===== config.mk =====
export PLATFORM = sky130hd
export DESIGN_NAME = rsc_front_end
export DESIGN_NICKNAME = d
export VERILOG_FILES = /design/src/logic/rsc_pkg.sv /design/src/logic/rsc_front_end.sv
export SDC_FILE = /design/constraint.sdc
export NUM_CORES = 1
export LEC_CHECK = 0
export ABC_AREA = 1
export BUFFER_PORTS_ARGS = -buffer_cell sky130_fd_sc_hd__buf_2
export CAP_MARGIN = 20
export CORE_MARGIN = 2
export CORE_UTILIZATION = 43
export CTS_CLUSTER_SIZE = 20
export DETAILED_ROUTE_END_ITERATION = 10
export SLEW_MARGIN = 40
export SYNTH_ARGS = -nofsm -noshare
export SYNTH_HDL_FRONTEND = slang
export SYNTH_SLANG_ARGS = --single-unit

===== constraint.sdc =====
create_clock -name sys_clk -period 3.35 [get_ports sys_clk]
set_input_delay 0.67 -clock sys_clk [delete_from_list [all_inputs] [get_ports sys_clk]]
set_output_delay 0.67 -clock sys_clk [all_outputs]
set_load 0.02 [all_outputs]

===== src/logic/rsc_pkg.sv =====
/*
 * constants, codes and message texts for the serial command front end.
 * assumes a 40 MHz system clock and ascii traffic on an 8n1 link.
 */
package rsc_pkg;

    // ****************************************************************
    // clocking and link timing
    // ****************************************************************
    localparam int unsigned CLK_HZ = 40_000_000;
    localparam int unsigned BAUD_RATE = 9600;
    // cycles per bit, rounded to nearest (about 0.01 % error)
    localparam int unsigned BIT_CYCLES = (CLK_HZ + BAUD_RATE / 2) / BAUD_RATE;
    // cycles granted to the checksum level synchroniser before sampling
    localparam logic [1:0] START_WAIT = 2'h3;

    // ****************************************************************
    // characters and command keys {digit count, bcd digits}
    // ****************************************************************
    localparam logic [7:0] CH_HASH = 8'h23;
    localparam logic [7:0] CH_CR = 8'h0d;
    localparam logic [7:0] CH_LF = 8'h0a;
    localparam logic [7:0] CH_ZERO = 8'h30;
    localparam logic [7:0] CH_NINE = 8'h39;
    localparam logic [18:0] CMD_ENTER = {3'h2, 16'h0001};
    localparam logic [18:0] CMD_LEAVE = {3'h2, 16'h0000};
    localparam logic [18:0] CMD_VERSION = {3'h3, 16'h0505};
    localparam logic [18:0] CMD_RF_ON = {3'h4, 16'h6401};
    localparam logic [18:0] CMD_RF_OFF = {3'h4, 16'h6400};
    localparam logic [18:0] CMD_ALL_IDS = {3'h2, 16'h0040};

    // ****************************************************************
    // serial number layout
    // ****************************************************************
    localparam int unsigned LABEL_LEN = 7;
    localparam int unsigned SN_LEN = 6;
    localparam int unsigned SN_SKIP = 3;
    localparam logic [47:0] SN_BLANK = {6{CH_ZERO}};

    // ****************************************************************
    // message texts and lengths
    // ****************************************************************
    localparam logic [95:0] TXT_HEAD = "RDR V1.00 SN";
    localparam logic [103:0] TXT_VHEAD = "#RDR V1.00 SN";
    localparam logic [95:0] TXT_NOTICE = "(C) RESERVED";
    localparam logic [151:0] TXT_BOOT = "RDR BOOT Ver 0.00 E";
    localparam logic [39:0] TXT_DONE = "#Done";
    localparam logic [5:0] LEN_SIGNON = 6'h22;
    localparam logic [5:0] LEN_BOOT = 6'h23;
    localparam logic [5:0] LEN_DONE = 6'h07;
    localparam logic [5:0] LEN_VERSION = 6'h15;
    localparam logic [5:0] LEN_TAG = 6'h06;

    // ****************************************************************
    // enumerations
    // ****************************************************************
    typedef enum logic [2:0] {
        MSG_SIGNON = 3'b000,
        MSG_BOOT = 3'b001,
        MSG_DONE = 3'b010,
        MSG_VERSION = 3'b011,
        MSG_TAG = 3'b100
    } rsc_msg_type;

    typedef enum logic [1:0] {
        ST_START = 2'b00,
        ST_RUN = 2'b01,
        ST_DOWNLOAD = 2'b10
    } rsc_state_type;

endpackage


===== src/logic/rsc_front_end.sv =====
/*
 * serial command front end: uart receive and transmit, '#' command
 * parser, mode flags and the text replies of the reader.
 * assumes the rx pin is asynchronous, the tag inputs and the label
 * serial number come from logic on sys_clk, and the label is stable
 * from reset release onward.
 */
// How it works
// - the link runs at 9600 baud, 8 data bits, no parity, one stop bit.
// - after reset a sign-on line with model, version and SN number goes out.
// - the reported serial number is the label number minus its 4th char.
// - an all-zero serial number is reported as is and flagged invalid.
// - a failed program checksum swaps the sign-on for a boot text 0.00.
// - on a failed checksum no serial is sent and download mode is held.
// - command 01 and carriage return enter command mode with '#Done'.
// - command 505 in command mode returns model, version and serial.
// - command 00 returns to data mode with '#Done'.
// - in data mode each matching tag read goes out as its own line, except one arriving while another tag is held, which is dropped.
// - command 6401 turns the rf on and 6400 turns it off.
// - after command 40 every tag id is reported without uniqueness.
`timescale 1ns/1ps

module rsc_front_end #(
    parameter int unsigned bit_cycles = rsc_pkg::BIT_CYCLES
) (
    // clock and reset
    input wire logic sys_clk,
    input wire logic reset_n,
    // serial link pins
    input wire logic rx_pin,
    output logic tx_pin,
    // startup information
    input wire logic checksum_ok,
    input wire logic [8*rsc_pkg::LABEL_LEN-1:0] label_sn,
    // tag reads from the decoder
    input wire logic tag_strobe,
    input wire logic [15:0] tag_id,
    input wire logic tag_protocol_ok,
    input wire logic tag_repeat,
    // mode outputs
    output logic command_mode,
    output logic rf_on,
    output logic transmit_all,
    output logic download_mode,
    output logic sn_invalid
);

    localparam logic [12:0] BIT_LAST = 13'(bit_cycles - 1);
    localparam logic [12:0] HALF_LAST = 13'(bit_cycles / 2 - 1);

    // ****************************************************************
    // declarations
    // ****************************************************************
    rsc_pkg::rsc_state_type state;
    logic [1:0] start_cnt;
    logic [2:0] rx_sync;
    logic [2:0] ck_sync;
    logic rx_busy;
    logic [12:0] rx_timer;
    logic [3:0] rx_bits;
    logic [7:0] rx_shift;
    logic rx_valid;
    logic parse_on;
    logic [2:0] dig_cnt;
    logic [15:0] dig_bcd;
    logic [47:0] sn;
    logic [15:0] tag_held;
    logic tag_pending;
    logic reply_pending;
    rsc_pkg::rsc_msg_type reply_sel;
    logic msg_active;
    rsc_pkg::rsc_msg_type msg_sel;
    logic [5:0] msg_idx;
    logic [5:0] msg_len;
    logic [7:0] msg_byte;
    logic [9:0] tx_shift;
    logic [12:0] tx_timer;
    logic [3:0] tx_bits;
    logic tx_busy;

    // ****************************************************************
    // decode wires
    // ****************************************************************
    wire rx_fall = rx_sync[2] & ~rx_sync[1];
    wire is_digit = rx_shift inside {[rsc_pkg::CH_ZERO:rsc_pkg::CH_NINE]};
    wire cmd_go = rx_valid && parse_on && rx_shift == rsc_pkg::CH_CR;
    wire [18:0] cmd_key = {dig_cnt, dig_bcd};
    wire run = state == rsc_pkg::ST_RUN;
    wire do_enter = cmd_go && run && cmd_key == rsc_pkg::CMD_ENTER;
    wire do_leave = cmd_go && run && cmd_key == rsc_pkg::CMD_LEAVE;
    wire do_ver = cmd_go && run && command_mode
                  && cmd_key == rsc_pkg::CMD_VERSION;
    wire do_rf_on = cmd_go && run && command_mode
                    && cmd_key == rsc_pkg::CMD_RF_ON;
    wire do_rf_off = cmd_go && run && command_mode
                     && cmd_key == rsc_pkg::CMD_RF_OFF;
    wire do_all = cmd_go && run && command_mode
                  && cmd_key == rsc_pkg::CMD_ALL_IDS;
    wire do_done = do_enter | do_leave | do_rf_on | do_rf_off | do_all;
    // tags pass only in data mode, protocol matched, unique unless all
    wire tag_take = tag_strobe && run && !command_mode && !tag_pending
                    && tag_protocol_ok && (transmit_all || !tag_repeat);
    wire msg_start = !msg_active && (reply_pending || tag_pending);
    wire load_byte = msg_active && !tx_busy;

    // ****************************************************************
    // message text selection
    // ****************************************************************
    function automatic logic [7:0] txt(input logic [255:0] s,
                                       input logic [5:0] len,
                                       input logic [5:0] i);
        txt = s[8*(len-i-6'h01) +: 8];
    endfunction

    function automatic logic [7:0] hex(input logic [3:0] n);
        hex = n < 4'ha ? 8'h30 + {4'h0, n} : 8'h37 + {4'h0, n};
    endfunction

    wire [5:0] sn_pos = msg_sel == rsc_pkg::MSG_SIGNON ? msg_idx - 6'h0c
                                                        : msg_idx - 6'h0d;
    wire [7:0] sn_char = sn[8*(6'h05-sn_pos[2:0]) +: 8];
    wire [7:0] tag_char = hex(tag_held[4*(2'h3-msg_idx[1:0]) +: 4]);

    // one character per index for the message in flight
    always_comb begin
        msg_byte = rsc_pkg::CH_LF;
        case (msg_sel)
            rsc_pkg::MSG_SIGNON: begin
                if (msg_idx < 6'h0c)
                    msg_byte = txt(256'(rsc_pkg::TXT_HEAD), 6'h0c, msg_idx);
                else if (msg_idx < 6'h12)
                    msg_byte = sn_char;
                else if (msg_idx == 6'h12 || msg_idx == 6'h20)
                    msg_byte = rsc_pkg::CH_CR;
                else if (msg_idx > 6'h13 && msg_idx < 6'h20)
                    msg_byte = txt(256'(rsc_pkg::TXT_NOTICE), 6'h0c,
                                   msg_idx - 6'h14);
            end
            rsc_pkg::MSG_BOOT: begin // no serial slot at all
                if (msg_idx < 6'h13)
                    msg_byte = txt(256'(rsc_pkg::TXT_BOOT), 6'h13, msg_idx);
                else if (msg_idx == 6'h13 || msg_idx == 6'h21)
                    msg_byte = rsc_pkg::CH_CR;
                else if (msg_idx > 6'h14 && msg_idx < 6'h21)
                    msg_byte = txt(256'(rsc_pkg::TXT_NOTICE), 6'h0c,
                                   msg_idx - 6'h15);
            end
            rsc_pkg::MSG_DONE: begin
                if (msg_idx < 6'h05)
                    msg_byte = txt(256'(rsc_pkg::TXT_DONE), 6'h05, msg_idx);
                else if (msg_idx == 6'h05)
                    msg_byte = rsc_pkg::CH_CR;
            end
            rsc_pkg::MSG_VERSION: begin
                if (msg_idx < 6'h0d)
                    msg_byte = txt(256'(rsc_pkg::TXT_VHEAD), 6'h0d, msg_idx);
                else if (msg_idx < 6'h13)
                    msg_byte = sn_char;
                else if (msg_idx == 6'h13)
                    msg_byte = rsc_pkg::CH_CR;
            end
            default: begin
                if (msg_idx < 6'h04)
                    msg_byte = tag_char;
                else if (msg_idx == 6'h04)
                    msg_byte = rsc_pkg::CH_CR;
            end
        endcase
    end

    // ****************************************************************
    // startup: checksum synchroniser, strap capture, first message
    // ****************************************************************
    // the serial is caught once after release; later label edits are
    // ignored until the next reset
    always_ff @(posedge sys_clk or negedge reset_n) begin
        if (!reset_n) begin
            ck_sync <= 3'h0;
            start_cnt <= 2'h0;
            state <= rsc_pkg::ST_START;
            sn <= rsc_pkg::SN_BLANK;
            sn_invalid <= 1'b0;
            download_mode <= 1'b0;
        end else begin
            ck_sync <= {ck_sync[1:0], checksum_ok};
            if (state == rsc_pkg::ST_START) begin
                start_cnt <= start_cnt + 2'h1;
                if (start_cnt == rsc_pkg::START_WAIT) begin
                    if (ck_sync[1]) begin
                        state <= rsc_pkg::ST_RUN;
                        sn <= {label_sn[55:32], label_sn[23:0]};
                        sn_invalid <= {label_sn[55:32], label_sn[23:0]}
                                      == rsc_pkg::SN_BLANK;
                    end else begin
                        state <= rsc_pkg::ST_DOWNLOAD;
                        download_mode <= 1'b1;
                    end
                end
            end
        end
    end

    // ****************************************************************
    // uart receiver, 8n1, samples mid-bit
    // ****************************************************************
    always_ff @(posedge sys_clk or negedge reset_n) begin
        if (!reset_n) begin
            rx_sync <= 3'h7;
            rx_busy <= 1'b0;
            rx_timer <= 13'h0;
            rx_bits <= 4'h0;
            rx_shift <= 8'h0;
            rx_valid <= 1'b0;
        end else begin
            rx_sync <= {rx_sync[1:0], rx_pin};
            rx_valid <= 1'b0;
            if (!rx_busy) begin
                if (rx_fall) begin
                    rx_busy <= 1'b1;
                    rx_timer <= HALF_LAST;
                    rx_bits <= 4'h0;
                end
            end else if (rx_timer != 13'h0) begin
                rx_timer <= rx_timer - 13'h1;
            end else begin
                rx_timer <= BIT_LAST;
                rx_bits <= rx_bits + 4'h1;
                if (rx_bits == 4'h0 && rx_sync[2])
                    rx_busy <= 1'b0; // glitch, not a start bit
                else if (rx_bits > 4'h0 && rx_bits < 4'h9)
                    rx_shift <= {rx_sync[2], rx_shift[7:1]};
                else if (rx_bits == 4'h9) begin
                    rx_busy <= 1'b0;
                    rx_valid <= rx_sync[2]; // framing error drops byte
                end
            end
        end
    end

    // ****************************************************************
    // command parser and mode flags
    // ****************************************************************
    // a fifth digit or any stray character abandons the command
    always_ff @(posedge sys_clk or negedge reset_n) begin
        if (!reset_n) begin
            parse_on <= 1'b0;
            dig_cnt <= 3'h0;
            dig_bcd <= 16'h0;
            command_mode <= 1'b0;
            rf_on <= 1'b0;
            transmit_all <= 1'b0;
        end else begin
            if (rx_valid) begin
                if (rx_shift == rsc_pkg::CH_HASH) begin
                    parse_on <= 1'b1;
                    dig_cnt <= 3'h0;
                    dig_bcd <= 16'h0;
                end else if (parse_on && is_digit && dig_cnt < 3'h4) begin
                    dig_cnt <= dig_cnt + 3'h1;
                    dig_bcd <= {dig_bcd[11:0], rx_shift[3:0]};
                end else begin
                    parse_on <= 1'b0;
                end
            end
            if (do_enter)
                command_mode <= 1'b1;
            if (do_leave)
                command_mode <= 1'b0;
            if (do_rf_on)
                rf_on <= 1'b1;
            if (do_rf_off)
                rf_on <= 1'b0;
            if (do_all)
                transmit_all <= 1'b1;
        end
    end

    // ****************************************************************
    // reply and tag holding, message sequencer
    // ****************************************************************
    // one reply slot: the host waits for each answer before the next
    always_ff @(posedge sys_clk or negedge reset_n) begin
        if (!reset_n) begin
            reply_pending <= 1'b0;
            reply_sel <= rsc_pkg::MSG_SIGNON;
            tag_pending <= 1'b0;
            tag_held <= 16'h0;
            msg_active <= 1'b0;
            msg_sel <= rsc_pkg::MSG_SIGNON;
            msg_idx <= 6'h0;
            msg_len <= 6'h0;
        end else begin
            if (state == rsc_pkg::ST_START
                && start_cnt == rsc_pkg::START_WAIT) begin
                reply_pending <= 1'b1;
                reply_sel <= ck_sync[1] ? rsc_pkg::MSG_SIGNON
                                        : rsc_pkg::MSG_BOOT;
            end else if (do_done || do_ver) begin
                reply_pending <= 1'b1;
                reply_sel <= do_ver ? rsc_pkg::MSG_VERSION
                                    : rsc_pkg::MSG_DONE;
            end else if (msg_start) begin
                reply_pending <= 1'b0;
            end
            if (tag_take) begin
                tag_pending <= 1'b1;
                tag_held <= tag_id;
            end else if (msg_start && !reply_pending) begin
                tag_pending <= 1'b0;
            end
            if (msg_start) begin
                msg_active <= 1'b1;
                msg_idx <= 6'h0;
                msg_sel <= reply_pending ? reply_sel : rsc_pkg::MSG_TAG;
                case (reply_pending ? reply_sel : rsc_pkg::MSG_TAG)
                    rsc_pkg::MSG_SIGNON: msg_len <= rsc_pkg::LEN_SIGNON;
                    rsc_pkg::MSG_BOOT: msg_len <= rsc_pkg::LEN_BOOT;
                    rsc_pkg::MSG_DONE: msg_len <= rsc_pkg::LEN_DONE;
                    rsc_pkg::MSG_VERSION: msg_len <= rsc_pkg::LEN_VERSION;
                    default: msg_len <= rsc_pkg::LEN_TAG;
                endcase
            end else if (load_byte) begin
                msg_idx <= msg_idx + 6'h1;
                if (msg_idx == msg_len - 6'h1)
                    msg_active <= 1'b0;
            end
        end
    end

    // ****************************************************************
    // uart transmitter, 8n1, lsb first
    // ****************************************************************
    always_ff @(posedge sys_clk or negedge reset_n) begin
        if (!reset_n) begin
            tx_shift <= 10'h3ff;
            tx_timer <= 13'h0;
            tx_bits <= 4'h0;
            tx_busy <= 1'b0;
            tx_pin <= 1'b1;
        end else begin
            if (load_byte) begin
                tx_shift <= {1'b1, msg_byte, 1'b0};
                tx_busy <= 1'b1;
                tx_timer <= BIT_LAST;
                tx_bits <= 4'h0;
                tx_pin <= 1'b0;
            end else if (tx_busy) begin
                if (tx_timer != 13'h0) begin
                    tx_timer <= tx_timer - 13'h1;
                end else if (tx_bits == 4'h9) begin
                    tx_busy <= 1'b0;
                end else begin
                    tx_timer <= BIT_LAST;
                    tx_bits <= tx_bits + 4'h1;
                    tx_shift <= {1'b1, tx_shift[9:1]};
                    tx_pin <= tx_shift[1];
                end
            end
        end
    end

endmodule


== Word-level counts from Yosys, hierarchy flattened ==
Cells that the tools add are included.

* Register bits: 175
* Latch bits: 0
* RAM bits: 0
* ROM bits: 0
* Memories kept: 0

* Add/sub/neg operators: 28
* Multiply operators: 0
* Divide/modulo/power cells: 0
* Order comparisons: 16
* Equality and inequality tests: 31
* Shift-type cells: 8
* Muxes and demuxes: 81
* Bitwise logic cells: 9
* Reductions and logical operators: 63

{| class="wikitable"
|+ Operator list
! cell !! count
|-
| $shiftx 256x33->8 const A || 6
|-
| $mux 13 || 7
|-
| $mux 8 || 10
|-
| $eq 19x18->1 const B || 4
|-
| $eq 48x46->1 const B || 1
|-
| $shiftx 48x33->8 || 1
|-
| $sub 7x2->8 const B || 6
|-
| $mux 10 || 4
|-
| $eq 19x19->1 const B || 2
|-
| $mux 1 || 35
|-
| $shiftx 16x33->4 || 1
|-
| $mux 16 || 2
|-
| $pmux 8 s4 || 1
|-
| $mux 4 || 7
|-
| $sub 4x6->7 const A || 4
|-
| $mux 3 || 9
|-
| $logic_and 1x1->1 || 26
|-
| $reduce_bool 13->1 || 2
|-
| $sub 13x1->13 const B || 2
|-
| $pmux 6 s4 || 1
|-
| $reduce_bool 2->1 || 9
|-
| $add 6x4->7 const A || 2
|-
| $mux 7 || 2
|-
| $eq 3x2->1 const B || 4
|-
| 47 further kinds || 88
|}

== Depth between registers and ports, before layout ==
Gate-level depths: netlist (run 1).

* Depth in word-level cells: 11
* Depth in mapped cells: 28

== Worst setup path before layout (run 1) ==
No wires, ideal clock.

* Path type: register to register
* From: reg msg_idx[0]
* To: reg tx_shift[6]
* Setup time: 0.075 ns
* Arrival time: 3.257 ns
* Path slack: 0.018 ns
* Cell stages (with the launch flop): 26
* Path buffers: 6
* Clock period less this slack: 3.332 ns
* Path through: dfrtp_1 buf_6 inv_4 buf_2 buf_1 ha_1 buf_2 inv_2 nand2_1 o21ai_4 ha_1 inv_1 buf_2 clkbuf_1 nand2_1 nand2_1 nand3_1 nand2_1 nand3_1 nand2_1 a21oi_1 nor2_1 nor2_1 nand3_1 nand2_1 nand2_1

* Cells in the longest elaborated chain, start to end: 10

{| class="wikitable"
|+ RTL lines
! item !! RTL line !! text
|-
| start, declared || rsc_front_end.sv:73 || <nowiki>logic [5:0] msg_idx;</nowiki>
|-
| start signal, assigned || rsc_front_end.sv:323 || <nowiki>msg_idx <= msg_idx + 6'h1;</nowiki>
|-
| $sub 6x5->6 || rsc_front_end.sv:137 || <nowiki>msg_idx - 6'h14);</nowiki>
|-
| $sub 4x6->7 || rsc_front_end.sv:112 || <nowiki>txt = s[8*(len-i-6'h01) +: 8];</nowiki>
|-
| $sub 7x2->8 || rsc_front_end.sv:112 ||
|-
| $shiftx 256x33->8 || rsc_front_end.sv:112 ||
|-
| $mux 8 || rsc_front_end.sv:135 || <nowiki>else if (msg_idx > 6'h13 && msg_idx < 6'h20)</nowiki>
|-
| $mux 8 || rsc_front_end.sv:133 || <nowiki>else if (msg_idx == 6'h12 || msg_idx == 6'h20)</nowiki>
|-
| $mux 8 || rsc_front_end.sv:131 || <nowiki>else if (msg_idx < 6'h12)</nowiki>
|-
| $mux 8 || rsc_front_end.sv:129 || <nowiki>if (msg_idx < 6'h0c)</nowiki>
|-
| $pmux 8 s4 (*) || rsc_front_end.sv:127 || <nowiki>case (msg_sel)</nowiki>
|-
| $mux 10 (*) || rsc_front_end.sv:341 || <nowiki>if (load_byte) begin</nowiki>
|-
| end signal, assigned || rsc_front_end.sv:342 || <nowiki>tx_shift <= {1'b1, msg_byte, 1'b0};</nowiki>
|-
| end signal, assigned || rsc_front_end.sv:355 || <nowiki>tx_shift <= {1'b1, tx_shift[9:1]};</nowiki>
|-
| end, declared || rsc_front_end.sv:76 || <nowiki>logic [9:0] tx_shift;</nowiki>
|}

Mark *: on every way between the ends. The rest lies on a longest branch, timed or not.
A chain may end at the register's enable or synchronous reset.

== Worst setup path in the final report (run 1) ==
* From: reg msg_idx[0]
* To: reg tx_shift[1]

Same word-level chain as after synthesis.

==> results.md, run 1 <==
* Clock tree from TritonCTS: built
* Global placement routability congestion at 0.923
* N_diodes at 0
* Slowest cell on the critical path: sky130_fd_sc_hd__ha_1
* Main synth FF type: sky130_fd_sc_hd__dfrtp_1
* Leading post-synthesis cells by cell area: sky130_fd_sc_hd__dfrtp_1 32%, sky130_fd_sc_hd__nand2_1 17%, sky130_fd_sc_hd__inv_1 5.9%, sky130_fd_sc_hd__dfstp_2 5.5%, sky130_fd_sc_hd__nand3_1 5.1%
* Setup Fix Bufs, Post-CTS at 0
* Required time worst endpoint at 3.73 ns
* Cell area after placement at 0.0124 mm2
* Final setup violation count at 0
* Critical path launch point type: flip-flop
* GRT Max-Usage Layer: met2
* Relative area change from synthesis to final layout at 12.6%
* Cell depth of the worst flop-to-flop path at 20
* Leakage power total at 6.42 nW
* Combinational family with the most area after synthesis: simple AND/OR/NAND/NOR gates
* Overall fraction of global-route tracks in use at 0.236
* Post-placement setup slack at 0.246 ns
* Hold Path Class: input pin to asynchronous set/reset pin
* Least-Margin Pin Slew at 0.729 ns
* Setup TNS at 0 ns
* Drt first pass iters at 6
* Post-route fraction of the period consumed by the critical path at 0.911
* Count of flip-flops with a built-in enable after synthesis at 0
* Count of boundary I/O pins at 85
* Fill count at 2,665
* Mapped Nets at 1,754
* Startpoint-to-endpoint class of the critical path: flip-flop to flip-flop
* Clock tree sinks at 171
* Final count of pins violating max slew at 0
* Full die area at 0.0282 mm2
* Count of state elements after synthesis at 171
* Layout cells sized above 1 at 0.147
* Result of the run: finished clean
* Final-report hold violation count at 0
* Achievable clock frequency at 328 MHz
* Wire length per cell after detailed routing at 15.6 um
* Depth of the CTS H-tree at 4
* Vias per std cell at 5.31
* RSZ-0062 raised after global routing: no
* Detailed placer's ending HPWL at 24,200 um
* Chip height at 168 um
* Max IR drop VDD at 351 uV
* Fraction of synthesized cell area taken by the top area cell type at 0.319
* Slew HR at 0.507
* Worst-skew pair later-pin latency at 0.45 ns
* Multiplexer fraction of the synthesized cell area at 0.0165
* DRT iter0 DRCs at 842
* Setup Skew at 0.0199 ns
* Avg Cell Area, Syn at 7.02 um2
* Xor and xnor fraction of the mapped netlist area at 0.0221
* Placement Rows at 59
* Aggregate global routing overflow at 0
* Synth warnings at 0
* TritonCTS buffer count at 17
* Post-route design area at 0.0130 mm2
* Chip Width at 168 um
* Adder and majority gate portion of the synthesized area at 0.0325
* Simple-gate area share of the yosys netlist at 0.335
* Number of design rule violations left after detail routing at 0
* Number of max-cap violations at 0
* Global-route wire length before repair at 53,500 um
* Arrival time at the worst endpoint at 3.43 ns
* Synth async-reset ratio at 1.00
* Pin count of the biggest net entering global routing at 65
* Cell type with the highest aggregate area in the netlist: sky130_fd_sc_hd__dfrtp_1
* Critical path endpoint category: flip-flop
* Met1 usage at 0.336
* Wire length after detailed routing at 32,400 um
* Sequential area share after synthesis at 0.373
* Worst R2R Start: msg_idx[0]
* # resized after CTS at 0
* Cell variety after synth at 67
* CORE AREA at 0.0262 mm2
* Met3 Track Usage GR at 0.0327
* Post-layout nets at 1,835
* Synthesized-area fraction occupied by ao, oa, aoi and oai cells at 0.135
* Starting density of the core at 0.440
* Worst-path maximum fanout at 28
* Slack of the worst reg-to-reg path at 0.30 ns
* Number of buffers added to fix hold violations after cts at 0
* Critical path cell sequence: buf_4 -> ha_1 -> nand2_1 -> inv_1 -> nand3_1 -> nor2_1 -> nand3_1 -> nand2_1 -> nand2_1 -> a21oi_1 -> nand2_1 -> nand2_1 -> nand3_1 -> nand2_1 -> nor2_1 -> nand2_1 -> nand2_1 -> nand2_1 -> nand2_1 -> nand2_1
* Cell with the most instances on the worst path: sky130_fd_sc_hd__nand2_1
* R2r endpoint: tx_shift[1]
* Cell area after synthesis at 0.0115 mm2
* Number of instances in the synthesized netlist at 1,645
* Vias in the first global route at 10,400
* Areal power density over the cells at 486 mW/mm2
* Met2 Use GR at 0.367
* Clock period minus worst slack at 3.05 ns
* Detail Route Antenna Nets at 0
* Number of buffers on the longest clock path at 2
* CTS clock-pin slew for the worst setup and hold paths at 0.08 ns
* Via Count at 11,000
* Longest individual stage delay on the worst path at 0.41 ns
* Number of antenna violations at the first check in global routing at 0
* Number of input and output port buffers inserted at 76
* Setup WS post-layout at 0.299 ns
* Root Driver: sky130_fd_sc_hd__clkbuf_16
cells in the mapped netlist, types with 7 or more instances:
master	instances
sky130_fd_sc_hd__inv_2	11
sky130_fd_sc_hd__o21ai_1	10
sky130_fd_sc_hd__ha_1	30
sky130_fd_sc_hd__xor2_1	16
sky130_fd_sc_hd__nand2_1	523
sky130_fd_sc_hd__o22ai_1	21
sky130_fd_sc_hd__a21oi_1	65
sky130_fd_sc_hd__buf_2	13
sky130_fd_sc_hd__xnor2_1	10
sky130_fd_sc_hd__o21ai_0	118
sky130_fd_sc_hd__dfstp_2	24
sky130_fd_sc_hd__clkbuf_1	22
sky130_fd_sc_hd__nor3_1	31
sky130_fd_sc_hd__nor4_1	8
sky130_fd_sc_hd__nand2_2	15
sky130_fd_sc_hd__o21ai_2	9
sky130_fd_sc_hd__nand3_1	118
sky130_fd_sc_hd__mux2_2	16
sky130_fd_sc_hd__nor2_1	121
sky130_fd_sc_hd__nand3b_1	7
sky130_fd_sc_hd__dfrtp_1	147
sky130_fd_sc_hd__inv_1	181
sky130_fd_sc_hd__nand4_1	35
worst max-delay path by stage:
stage / startpoint / end / cells past startpoint
after global placement: msg_idx[0] / tx_shift[6] / 23
after detailed placement: msg_idx[0] / tx_shift[6] / 23
after CTS: msg_idx[0] / tx_shift[6] / 23
after global routing: msg_idx[0] / tx_shift[7] / 14
final: msg_idx[0] / tx_shift[1] / 20
after floorplan: msg_idx[0] / tx_shift[6] / 25
per-layer routing:
metal | vias to the layer above | share of wire | routed length, um
li1 | 5537 | - | -
met1 | 5127 | 0.48 | 15500
met2 | 291 | 0.44 | 14400
met3 | 51 | 0.050 | 1630
met4 | 0 | 0.028 | 909
met5 | - | 0 | 0
state kept, by name, indices dropped and copies added (netlist names), 4 cells and up:
signal / count
rx_shift: 8
rx_timer: 13
tag_held: 16
dig_bcd: 16
msg_len: 5
tx_timer: 13
tx_shift: 9
rx_bits: 4
tx_bits: 4
sn: 48
msg_idx: 6
placed cells by master (no fill, tap or decap), types with 24 or more instances in the layout:
cell and instances:
sky130_fd_sc_hd__a21oi_1 65, sky130_fd_sc_hd__dfrtp_1 147, sky130_fd_sc_hd__ha_1 29, sky130_fd_sc_hd__inv_1 181, sky130_fd_sc_hd__dfstp_2 24, sky130_fd_sc_hd__o21ai_0 117
sky130_fd_sc_hd__nand3_1 118, sky130_fd_sc_hd__nand2_1 523, sky130_fd_sc_hd__nand4_1 35, sky130_fd_sc_hd__nor3_1 31, sky130_fd_sc_hd__nor2_1 120, sky130_fd_sc_hd__buf_2 75
sky130_fd_sc_hd__buf_4 30
kinds of logic (layout without fill, tap and decap cells):
family	after synthesis	count (layout)
xor+xnor	27	27
flops	171	171
fa+ha+maj	30	30
compound gates	265	265
buf+inv	245	339
mux	17	17
simple gates	890	890
power by group:
part	internal [mW]	switching [mW]	total [mW]
Clock	1.08	1.00	2.08
Sequential	2.64	0.301	2.94
Combinational	0.560	0.738	1.30
Total	4.27	2.04	6.31
worst max-delay path: cells and delay by family (launching register included):
family          cells  cell delay [ns]
fa+ha+maj           1             0.41
compound gates      1             0.18
flops               1             0.39
buf+inv             2             0.48
simple gates       16             1.51
metrics by stage:
stage | instances | hold slack [ns] | utilization | power (mW)
final | 2074 | 0.194 | 0.496 | 6.31
after global routing | 2074 | 0.251 | 0.496 | 6.73
after CTS | 2074 | 0.227 | 0.496 | 6.37
after detailed placement | 2042 | 0.347 | 0.473 | 4.27
after global placement | 2042 | 0.346 | 0.473 | 4.23
after floorplan | 1645 | 0.331 | - | 3.85
area by class of cell:
cell class	count	area [um2]	share of cell area
clock buffer	18	429	0.0330
clock inverter	14	176	0.0136
inverter	199	753	0.0580
multi-input combinational	1229	6250	0.481
sequential	171	4310	0.332
tap	335	419	0.0323
timing repair buffer	108	652	0.0502
No activity file was read; power rests on OpenSTA's default activity.
==> inputs of run 2 (changes only) <==
- GPL_TIMING_DRIVEN: not set -> 0
==> run 2 against run 1 <==
- final cell count up 0.87%
- critical path depth up 4
- die area unchanged
- wire length up 2.9%
- worst hold slack worse by 0.085 ns
- register-to-register slack worse by 0.12 ns
- sequential power about the same
- combinational power about the same
- non-clock buffer count up 18
- critical path type unchanged
- fmax down 3.7%
- count of clock-buffer cells in the layout down 1
- critical endpoint is now tx_shift[6]
==> results.md, run 2 (synthesis gave the netlist of run 1 again) <==
* Final standard cell utilization of the core at 0.503 (was 0.496)
* Full die area at 0.0282 mm2 (unchanged)
* Regs by FF count: sn: 48 flops, dig_bcd: 16 flops, tag_held: 16 flops (unchanged)
* Root Driver: sky130_fd_sc_hd__clkbuf_16 (unchanged)
* Aggregate global routing overflow at 0 (unchanged)
* Depth of the CTS H-tree at 4 (unchanged)
* Slew HR at 0.468 (was 0.507)
* Hold Path Class: input pin to asynchronous set/reset pin (unchanged)
* Least-Margin Pin Slew at 0.794 ns (was 0.729 ns)
* Pin count of the biggest net entering global routing at 72 (was 65)
* Chip Width at 168 um (unchanged)
* Cell area after placement at 0.0124 mm2 (about the same)
* CTS clock-pin slew for the worst setup and hold paths at 0.08 ns (about the same)
* N_diodes at 0 (unchanged)
* Global-route wire length before repair at 54,900 um (was 53,500 um)
* Worst-path maximum fanout at 18 (was 28)
* Setup Skew at 0.0139 ns (was 0.0199 ns)
* Layout cells sized above 1 at 0.148 (was 0.147)
* Slack of the worst reg-to-reg path at 0.18 ns (was 0.30 ns)
* Number of design rule violations left after detail routing at 0 (unchanged)
* RSZ-0062 raised after global routing: no (unchanged)
* Critical path cell sequence: buf_12 -> clkinv_8 -> buf_12 -> ha_4 -> inv_2 -> nand2_4 -> nand2_8 -> o21ai_4 -> ha_4 -> inv_1 -> buf_4 -> clkbuf_8 -> nand2_1 -> nand2_1 -> nand3_1 -> nand2_1 -> nand3_2 -> nand2_1 -> a21oi_2 -> nor2_1 -> nor2_1 -> nand3_1 -> nand2_1 -> nand2_1 (was buf_4 -> ha_1 -> nand2_1 -> inv_1 -> nand3_1 -> nor2_1 -> nand3_1 -> nand2_1 -> nand2_1 -> a21oi_1 -> nand2_1 -> nand2_1 -> nand3_1 -> nand2_1 -> nor2_1 -> nand2_1 -> nand2_1 -> nand2_1 -> nand2_1 -> nand2_1)
* Post-route fraction of the period consumed by the critical path at 0.946 (was 0.911)
* Wire length after detailed routing at 33,300 um (was 32,400 um)
* Final count of pins violating max slew at 0 (unchanged)
* Detailed placer's ending HPWL at 25,400 um (was 24,200 um)
* Share of total power in the clock network at 0.324 (was 0.329)
* Worst-skew pair later-pin latency at 0.44 ns (was 0.45 ns)
* Cell with the most instances on the worst path: sky130_fd_sc_hd__nand2_1 (unchanged)
* Family with the most delay on the worst path: simple AND/OR/NAND/NOR gates (unchanged)
* Starting density of the core at 0.440 (unchanged)
* Switching power as a share of total power at 0.324 (was 0.323)
* Clock tree sinks at 171 (unchanged)
* Overall power after layout at 6.32 mW (was 6.31 mW)
* Result of the run: finished clean (unchanged)
* Final setup violation count at 0 (unchanged)
* Placement Rows at 59 (unchanged)
* Logic pwr share at 0.209 (was 0.206)
* Final cell count without fillers at 2,092 (was 2,074)
* Arrival time at the worst endpoint at 3.54 ns (was 3.43 ns)
* Final-report hold violation count at 0 (unchanged)
* Via Count at 11,100 (was 11,000)
* Drt first pass iters at 5 (was 6)
* Max IR drop VDD at 340 uV (was 351 uV)
* Dpl cells at 2,058 (was 2,042)
* Critical path endpoint category: flip-flop (unchanged)
* Global placement routability congestion at 0.992 (was 0.923)
* CORE AREA at 0.0262 mm2 (unchanged)
* Achievable clock frequency at 315 MHz (was 328 MHz)
* Number of buffers on the longest clock path at 2 (unchanged)
* Required time worst endpoint at 3.72 ns (was 3.73 ns)
* Vias in the first global route at 10,600 (was 10,400)
* Critical path launch point type: flip-flop (unchanged)
* Buffer and inverter count on the worst path at 7 (was 2)
* Internal power contribution at 4.28 mW (was 4.27 mW)
* Detail Route Antenna Nets at 0 (unchanged)
* Wire length per cell after detailed routing at 15.9 um (was 15.6 um)
* Number of max-cap violations at 0 (unchanged)
* Relative area change from synthesis to final layout at 14.1% (was 12.6%)
* Slowest cell on the critical path: sky130_fd_sc_hd__dfrtp_1 (was sky130_fd_sc_hd__ha_1)
* Vias per std cell at 5.32 (was 5.31)
* Commonest non-fill, non-tap cell in the layout: sky130_fd_sc_hd__nand2_1 (unchanged)
* Number of antenna violations at the first check in global routing at 0 (unchanged)
* Most flop-heavy register: sn (unchanged)
* Areal power density over the cells at 480 mW/mm2 (was 486 mW/mm2)
* Count of boundary I/O pins at 85 (unchanged)
* Max reg flops at 48 (unchanged)
* Chip height at 168 um (unchanged)
* TritonCTS buffer count at 17 (unchanged)
* Commonest non-fill, non-tap cells in the layout: 523 x sky130_fd_sc_hd__nand2_1, 181 x sky130_fd_sc_hd__inv_1, 145 x sky130_fd_sc_hd__dfrtp_1 (was 523 x sky130_fd_sc_hd__nand2_1, 181 x sky130_fd_sc_hd__inv_1, 147 x sky130_fd_sc_hd__dfrtp_1)
* Sw power at 2.05 mW (was 2.04 mW)
* Number of input and output port buffers inserted at 76 (unchanged)
* Overall fraction of global-route tracks in use at 0.244 (was 0.236)
* Register share of total power at 0.468 (was 0.465)
* DRT iter0 DRCs at 865 (was 842)
* Clock period minus worst slack at 3.17 ns (was 3.05 ns)
* Longest individual stage delay on the worst path at 0.41 ns (about the same)
* Clock tree from TritonCTS: built (unchanged)
* Leakage power total at 6.46 nW (was 6.42 nW)
* Post-layout nets at 1,853 (was 1,835)
* Post-route design area at 0.0132 mm2 (was 0.0130 mm2)
* Startpoint-to-endpoint class of the critical path: flip-flop to flip-flop (unchanged)
[run 2: area by class of cell]
type	instances	area, um2
inverter	199	776
fill	2643	13000
tap	335	419
timing repair buffer	82	475
multi-input combinational	1229	6310
clock buffer	17	425
clock inverter	15	170
sequential	171	4310
buffer	44	280
[run 2: per-layer routing]
layer  GRT usage  share of wire  wire length [um]  up-vias
met1       0.340           0.46             15400     5210
met3      0.0381          0.056              1870       39
met5           0              0                 0        -
met4      0.0767          0.026               872        0
met2       0.390           0.45             15200      284
li1            -              -                 -     5597
[run 2: path summary, 6_finish.rpt]
| check | startpoint | end | cells past startpoint |
|---|---|---|---|
| min in group sys_clk | rx_pin | rx_sync[0] | 1 |
| min | reset_n | dig_cnt[1] | 1 |
| max reg2reg | msg_idx[0] | tx_shift[6] | 24 |
| max in group asynchronous | reset_n | sn[28] | 2 |
| max | msg_idx[0] | tx_shift[6] | 24 |
| min reg2reg | rx_sync[0] | rx_sync[1] | 0 |
[run 2: what timing repair did]
item,in CTS,in global routing
setup endpoints to repair,8,7
buffers inserted,2,2
endpoints found under the hold margin,0,0
pin swaps,2,1
resized for setup,29,15
hold buffers,0,0
[run 2: power by group through the flow]
stage | Sequential (mW) | Clock, mW | Combinational (mW)
2_1_floorplan | 2.90 | 0 | 0.954
3_3_place_gp | 2.98 | 0 | 1.28
3_5_place_dp | 2.99 | 0 | 1.32
4_1_cts | 2.96 | 2.10 | 1.33
5_1_grt | 3.02 | 2.18 | 1.54
6_report | 2.96 | 2.05 | 1.32
[run 2: per-stage QoR]
stage / hold slack (ns) / TNS, ns / setup slack (ns)
finish: 0.109 / 0 / 0.180
global route: 0.115 / 0 / 0.000762
CTS: 0.110 / 0 / 0.00715
detailed placement: 0.348 / -9.37 / -1.30
global placement: 0.347 / -183.62 / -1.31
floorplan: 0.331 / 0 / 0.0179
==> inputs of run 3 (changes only) <==
--- a/config.mk
+++ b/config.mk
@@ -12,3 +12,2 @@
 export CORE_UTILIZATION = 43
-export CTS_CLUSTER_SIZE = 20
 export DETAILED_ROUTE_END_ITERATION = 10
==> constraint.sdc (replaced) <==
create_clock -name sys_clk -period 3.35 [get_ports sys_clk]
set_input_delay 0.335 -clock sys_clk [delete_from_list [all_inputs] [get_ports sys_clk]]
set_output_delay 0.335 -clock sys_clk [all_outputs]
set_load 0.02 [all_outputs]
==> run 3 against run 2 <==
- fmax decreased by 0.71%
- critical path depth unchanged
- power increased by 0.11%
- critical endpoint unchanged
- count of clock-buffer cells in the layout unchanged
- via count increased by 0.51%
- register-to-register slack got worse by 0.02 ns
- non-clock buffer count increased by 3
==> results.md, run 3 (synthesis gave the netlist of run 1 again) <==
* Result of the run: finished clean (unchanged)
* Critical path launch point type: flip-flop (unchanged)
* Chip height at 168 um (unchanged)
* Areal power density over the cells at 480 mW/mm2 (about the same)
* Family with the most delay on the worst path: buffers and inverters (was simple AND/OR/NAND/NOR gates)
* Worst-skew pair later-pin latency at 0.44 ns (about the same)
* CORE AREA at 0.0262 mm2 (unchanged)
* Worst-path maximum fanout at 18 (unchanged)
* Max IR drop VDD at 340 uV (about the same)
* Clock period minus worst slack at 3.19 ns (was 3.17 ns)
* Depth of the CTS H-tree at 4 (unchanged)
* DRT iter0 DRCs at 924 (was 865)
* Chip Width at 168 um (unchanged)
* Arrival time at the worst endpoint at 3.56 ns (was 3.54 ns)
* Internal power contribution at 4.28 mW (about the same)
* Global placement routability congestion at 0.992 (unchanged)
* TritonCTS buffer count at 17 (unchanged)
* Number of design rule violations left after detail routing at 0 (unchanged)
* N_diodes at 0 (unchanged)
* Relative area change from synthesis to final layout at 14.4% (was 14.1%)
* Leakage power total at 6.47 nW (was 6.46 nW)
* Wire length after detailed routing at 33,500 um (was 33,300 um)
* Root Driver: sky130_fd_sc_hd__clkbuf_16 (unchanged)
* RSZ-0062 raised after global routing: no (unchanged)
* Most flop-heavy register: sn (unchanged)
* Achievable clock frequency at 313 MHz (was 315 MHz)
* Aggregate global routing overflow at 0 (unchanged)
* Sw power at 2.05 mW (about the same)
* Clock tree sinks at 171 (unchanged)
* Overall fraction of global-route tracks in use at 0.244 (about the same)
* Post-layout nets at 1,856 (was 1,853)
* Number of max-cap violations at 0 (unchanged)
* Final-report hold violation count at 0 (unchanged)
* Startpoint-to-endpoint class of the critical path: flip-flop to flip-flop (unchanged)
* Starting density of the core at 0.440 (unchanged)
* Commonest non-fill, non-tap cells in the layout: 523 x sky130_fd_sc_hd__nand2_1, 181 x sky130_fd_sc_hd__inv_1, 145 x sky130_fd_sc_hd__dfrtp_1 (unchanged)
* Switching power as a share of total power at 0.324 (about the same)
* Slowest cell on the critical path: sky130_fd_sc_hd__dfrtp_1 (unchanged)
* Post-route fraction of the period consumed by the critical path at 0.953 (was 0.946)
* Placement Rows at 59 (unchanged)
* Fill count at 2,643 (unchanged)
* Via Count at 11,200 (was 11,100)
* Required time worst endpoint at 3.72 ns (about the same)
* Wire length per cell after detailed routing at 16.0 um (was 15.9 um)
* Longest individual stage delay on the worst path at 0.40 ns (was 0.41 ns)
* Vias in the first global route at 10,600 (about the same)
* Regs by FF count: sn: 48 flops, dig_bcd: 16 flops, tag_held: 16 flops (unchanged)
* Dpl cells at 2,058 (unchanged)
* Critical path cell sequence: buf_12 -> clkinv_8 -> buf_12 -> ha_4 -> buf_8 -> inv_8 -> nand2_1 -> o21ai_4 -> ha_4 -> inv_1 -> buf_4 -> clkbuf_8 -> nand2_1 -> nand2_1 -> nand3_1 -> nand2_1 -> nand3_2 -> nand2_1 -> a21oi_2 -> nor2_1 -> nor2_1 -> nand3_1 -> nand2_1 -> nand2_1 (was buf_12 -> clkinv_8 -> buf_12 -> ha_4 -> inv_2 -> nand2_4 -> nand2_8 -> o21ai_4 -> ha_4 -> inv_1 -> buf_4 -> clkbuf_8 -> nand2_1 -> nand2_1 -> nand3_1 -> nand2_1 -> nand3_2 -> nand2_1 -> a21oi_2 -> nor2_1 -> nor2_1 -> nand3_1 -> nand2_1 -> nand2_1)
* Logic pwr share at 0.209 (about the same)
* First element of the critical path: msg_idx[0] (unchanged)
* Worst R2R Start: msg_idx[0] (unchanged)
* Number of input and output port buffers inserted at 76 (unchanged)
* Global-route wire length before repair at 54,900 um (about the same)
* Setup TNS at 0 ns (unchanged)
* Critical path endpoint category: flip-flop (unchanged)
* Full die area at 0.0282 mm2 (unchanged)
* Number of antenna violations at the first check in global routing at 0 (unchanged)
* Number of buffers on the longest clock path at 2 (unchanged)
* Count of boundary I/O pins at 85 (unchanged)
* Final count of pins violating max slew at 0 (unchanged)
* Detail Route Antenna Nets at 0 (unchanged)
* Post-route design area at 0.0132 mm2 (about the same)
* Overall power after layout at 6.33 mW (was 6.32 mW)
* Detailed placer's ending HPWL at 25,400 um (unchanged)
* Commonest non-fill, non-tap cell in the layout: sky130_fd_sc_hd__nand2_1 (unchanged)
* Final setup violation count at 0 (unchanged)
* Setup Skew at 0.0146 ns (was 0.0139 ns)
* Register share of total power at 0.467 (was 0.468)
* Setup WS post-layout at 0.158 ns (was 0.180 ns)
* Slew HR at 0.478 (was 0.468)
* Drt first pass iters at 5 (unchanged)
* Least-Margin Pin Slew at 0.780 ns (was 0.794 ns)
* Final cell count without fillers at 2,095 (was 2,092)
* Vias per std cell at 5.34 (was 5.32)
* Buffer and inverter count on the worst path at 8 (was 7)
* Post-placement setup slack at -1.30 ns (unchanged)
* Clock tree from TritonCTS: built (unchanged)
* Share of total power in the clock network at 0.324 (about the same)
* Max reg flops at 48 (unchanged)
* Layout cells sized above 1 at 0.148 (about the same)
* Cell with the most instances on the worst path: sky130_fd_sc_hd__nand2_1 (unchanged)
* Pin count of the biggest net entering global routing at 72 (unchanged)
* Beginning of the worst hold path: label_sn[20]
* Cell area after placement at 0.0124 mm2 (unchanged)
* Hold Path Class: input pin to flip-flop (was input pin to asynchronous set/reset pin)
* CTS clock-pin slew for the worst setup and hold paths at 0.08 ns (about the same)
[run 3: final timing paths]
check	cells after the start	to	slack, ns
max reg2reg	24	tx_shift[6]	0.16
max	24	tx_shift[6]	0.16
min	3	sn[20]	0.09
min reg2reg	0	rx_sync[1]	0.36
max in group asynchronous	3	sn[29]	2.26
min in group asynchronous	2	dig_cnt[1]	0.36
[run 3: metal layers]
layer,part of all wire,up-vias,routed length (um),GRT usage
met5,0,-,0,0
met2,0.46,289,15300,0.390
met1,0.46,5253,15400,0.340
li1,-,5601,-,-
met4,0.027,0,894,0.0767
met3,0.056,44,1880,0.0381
[run 3: power groups by stage]
stage / Sequential, mW / Combinational, mW / Clock, mW
final: 2.96 / 1.32 / 2.05
after detailed placement: 2.99 / 1.32 / 0
after floorplan: 2.90 / 0.954 / 0
after CTS: 2.96 / 1.33 / 2.10
after global placement: 2.98 / 1.28 / 0
after global routing: 3.02 / 1.54 / 2.18
[run 3: worst min-delay path, cell delays in order]
cell	delay (ns)
sky130_fd_sc_hd__buf_2	0.10
sky130_fd_sc_hd__nand2_1	0.05
sky130_fd_sc_hd__nand2_1	0.05
[run 3: layout make-up]
cell class	instances	area (um2)	area share
Inverter	199	776	0.0588
Tap cell	335	419	0.0318
Multi-Input combinational cell	1229	6310	0.478
Clock buffer	17	425	0.0322
Timing Repair Buffer	85	505	0.0383
Buffer	44	280	0.0212
Sequential cell	171	4310	0.327
Clock inverter	15	170	0.0129
[run 3: what timing repair did]
action | in CTS | in global routing
setup endpoints to repair | 8 | 7
hold buffers | 3 | 0
hold endpoints to repair | 34 | 0
gates resized for setup | 29 | 15
buffers inserted | 2 | 2
pin swaps | 2 | 1
[run 3: stage by stage]
| step | hold WS [ns] | util |
|---|---|---|
| final | 0.0943 | 0.504 |
| after global routing | 0.0794 | 0.504 |
| after CTS | 0.0839 | 0.502 |
| after detailed placement | 0.251 | 0.473 |
| after global placement | 0.347 | 0.471 |
| after floorplan | 0.0394 | - |
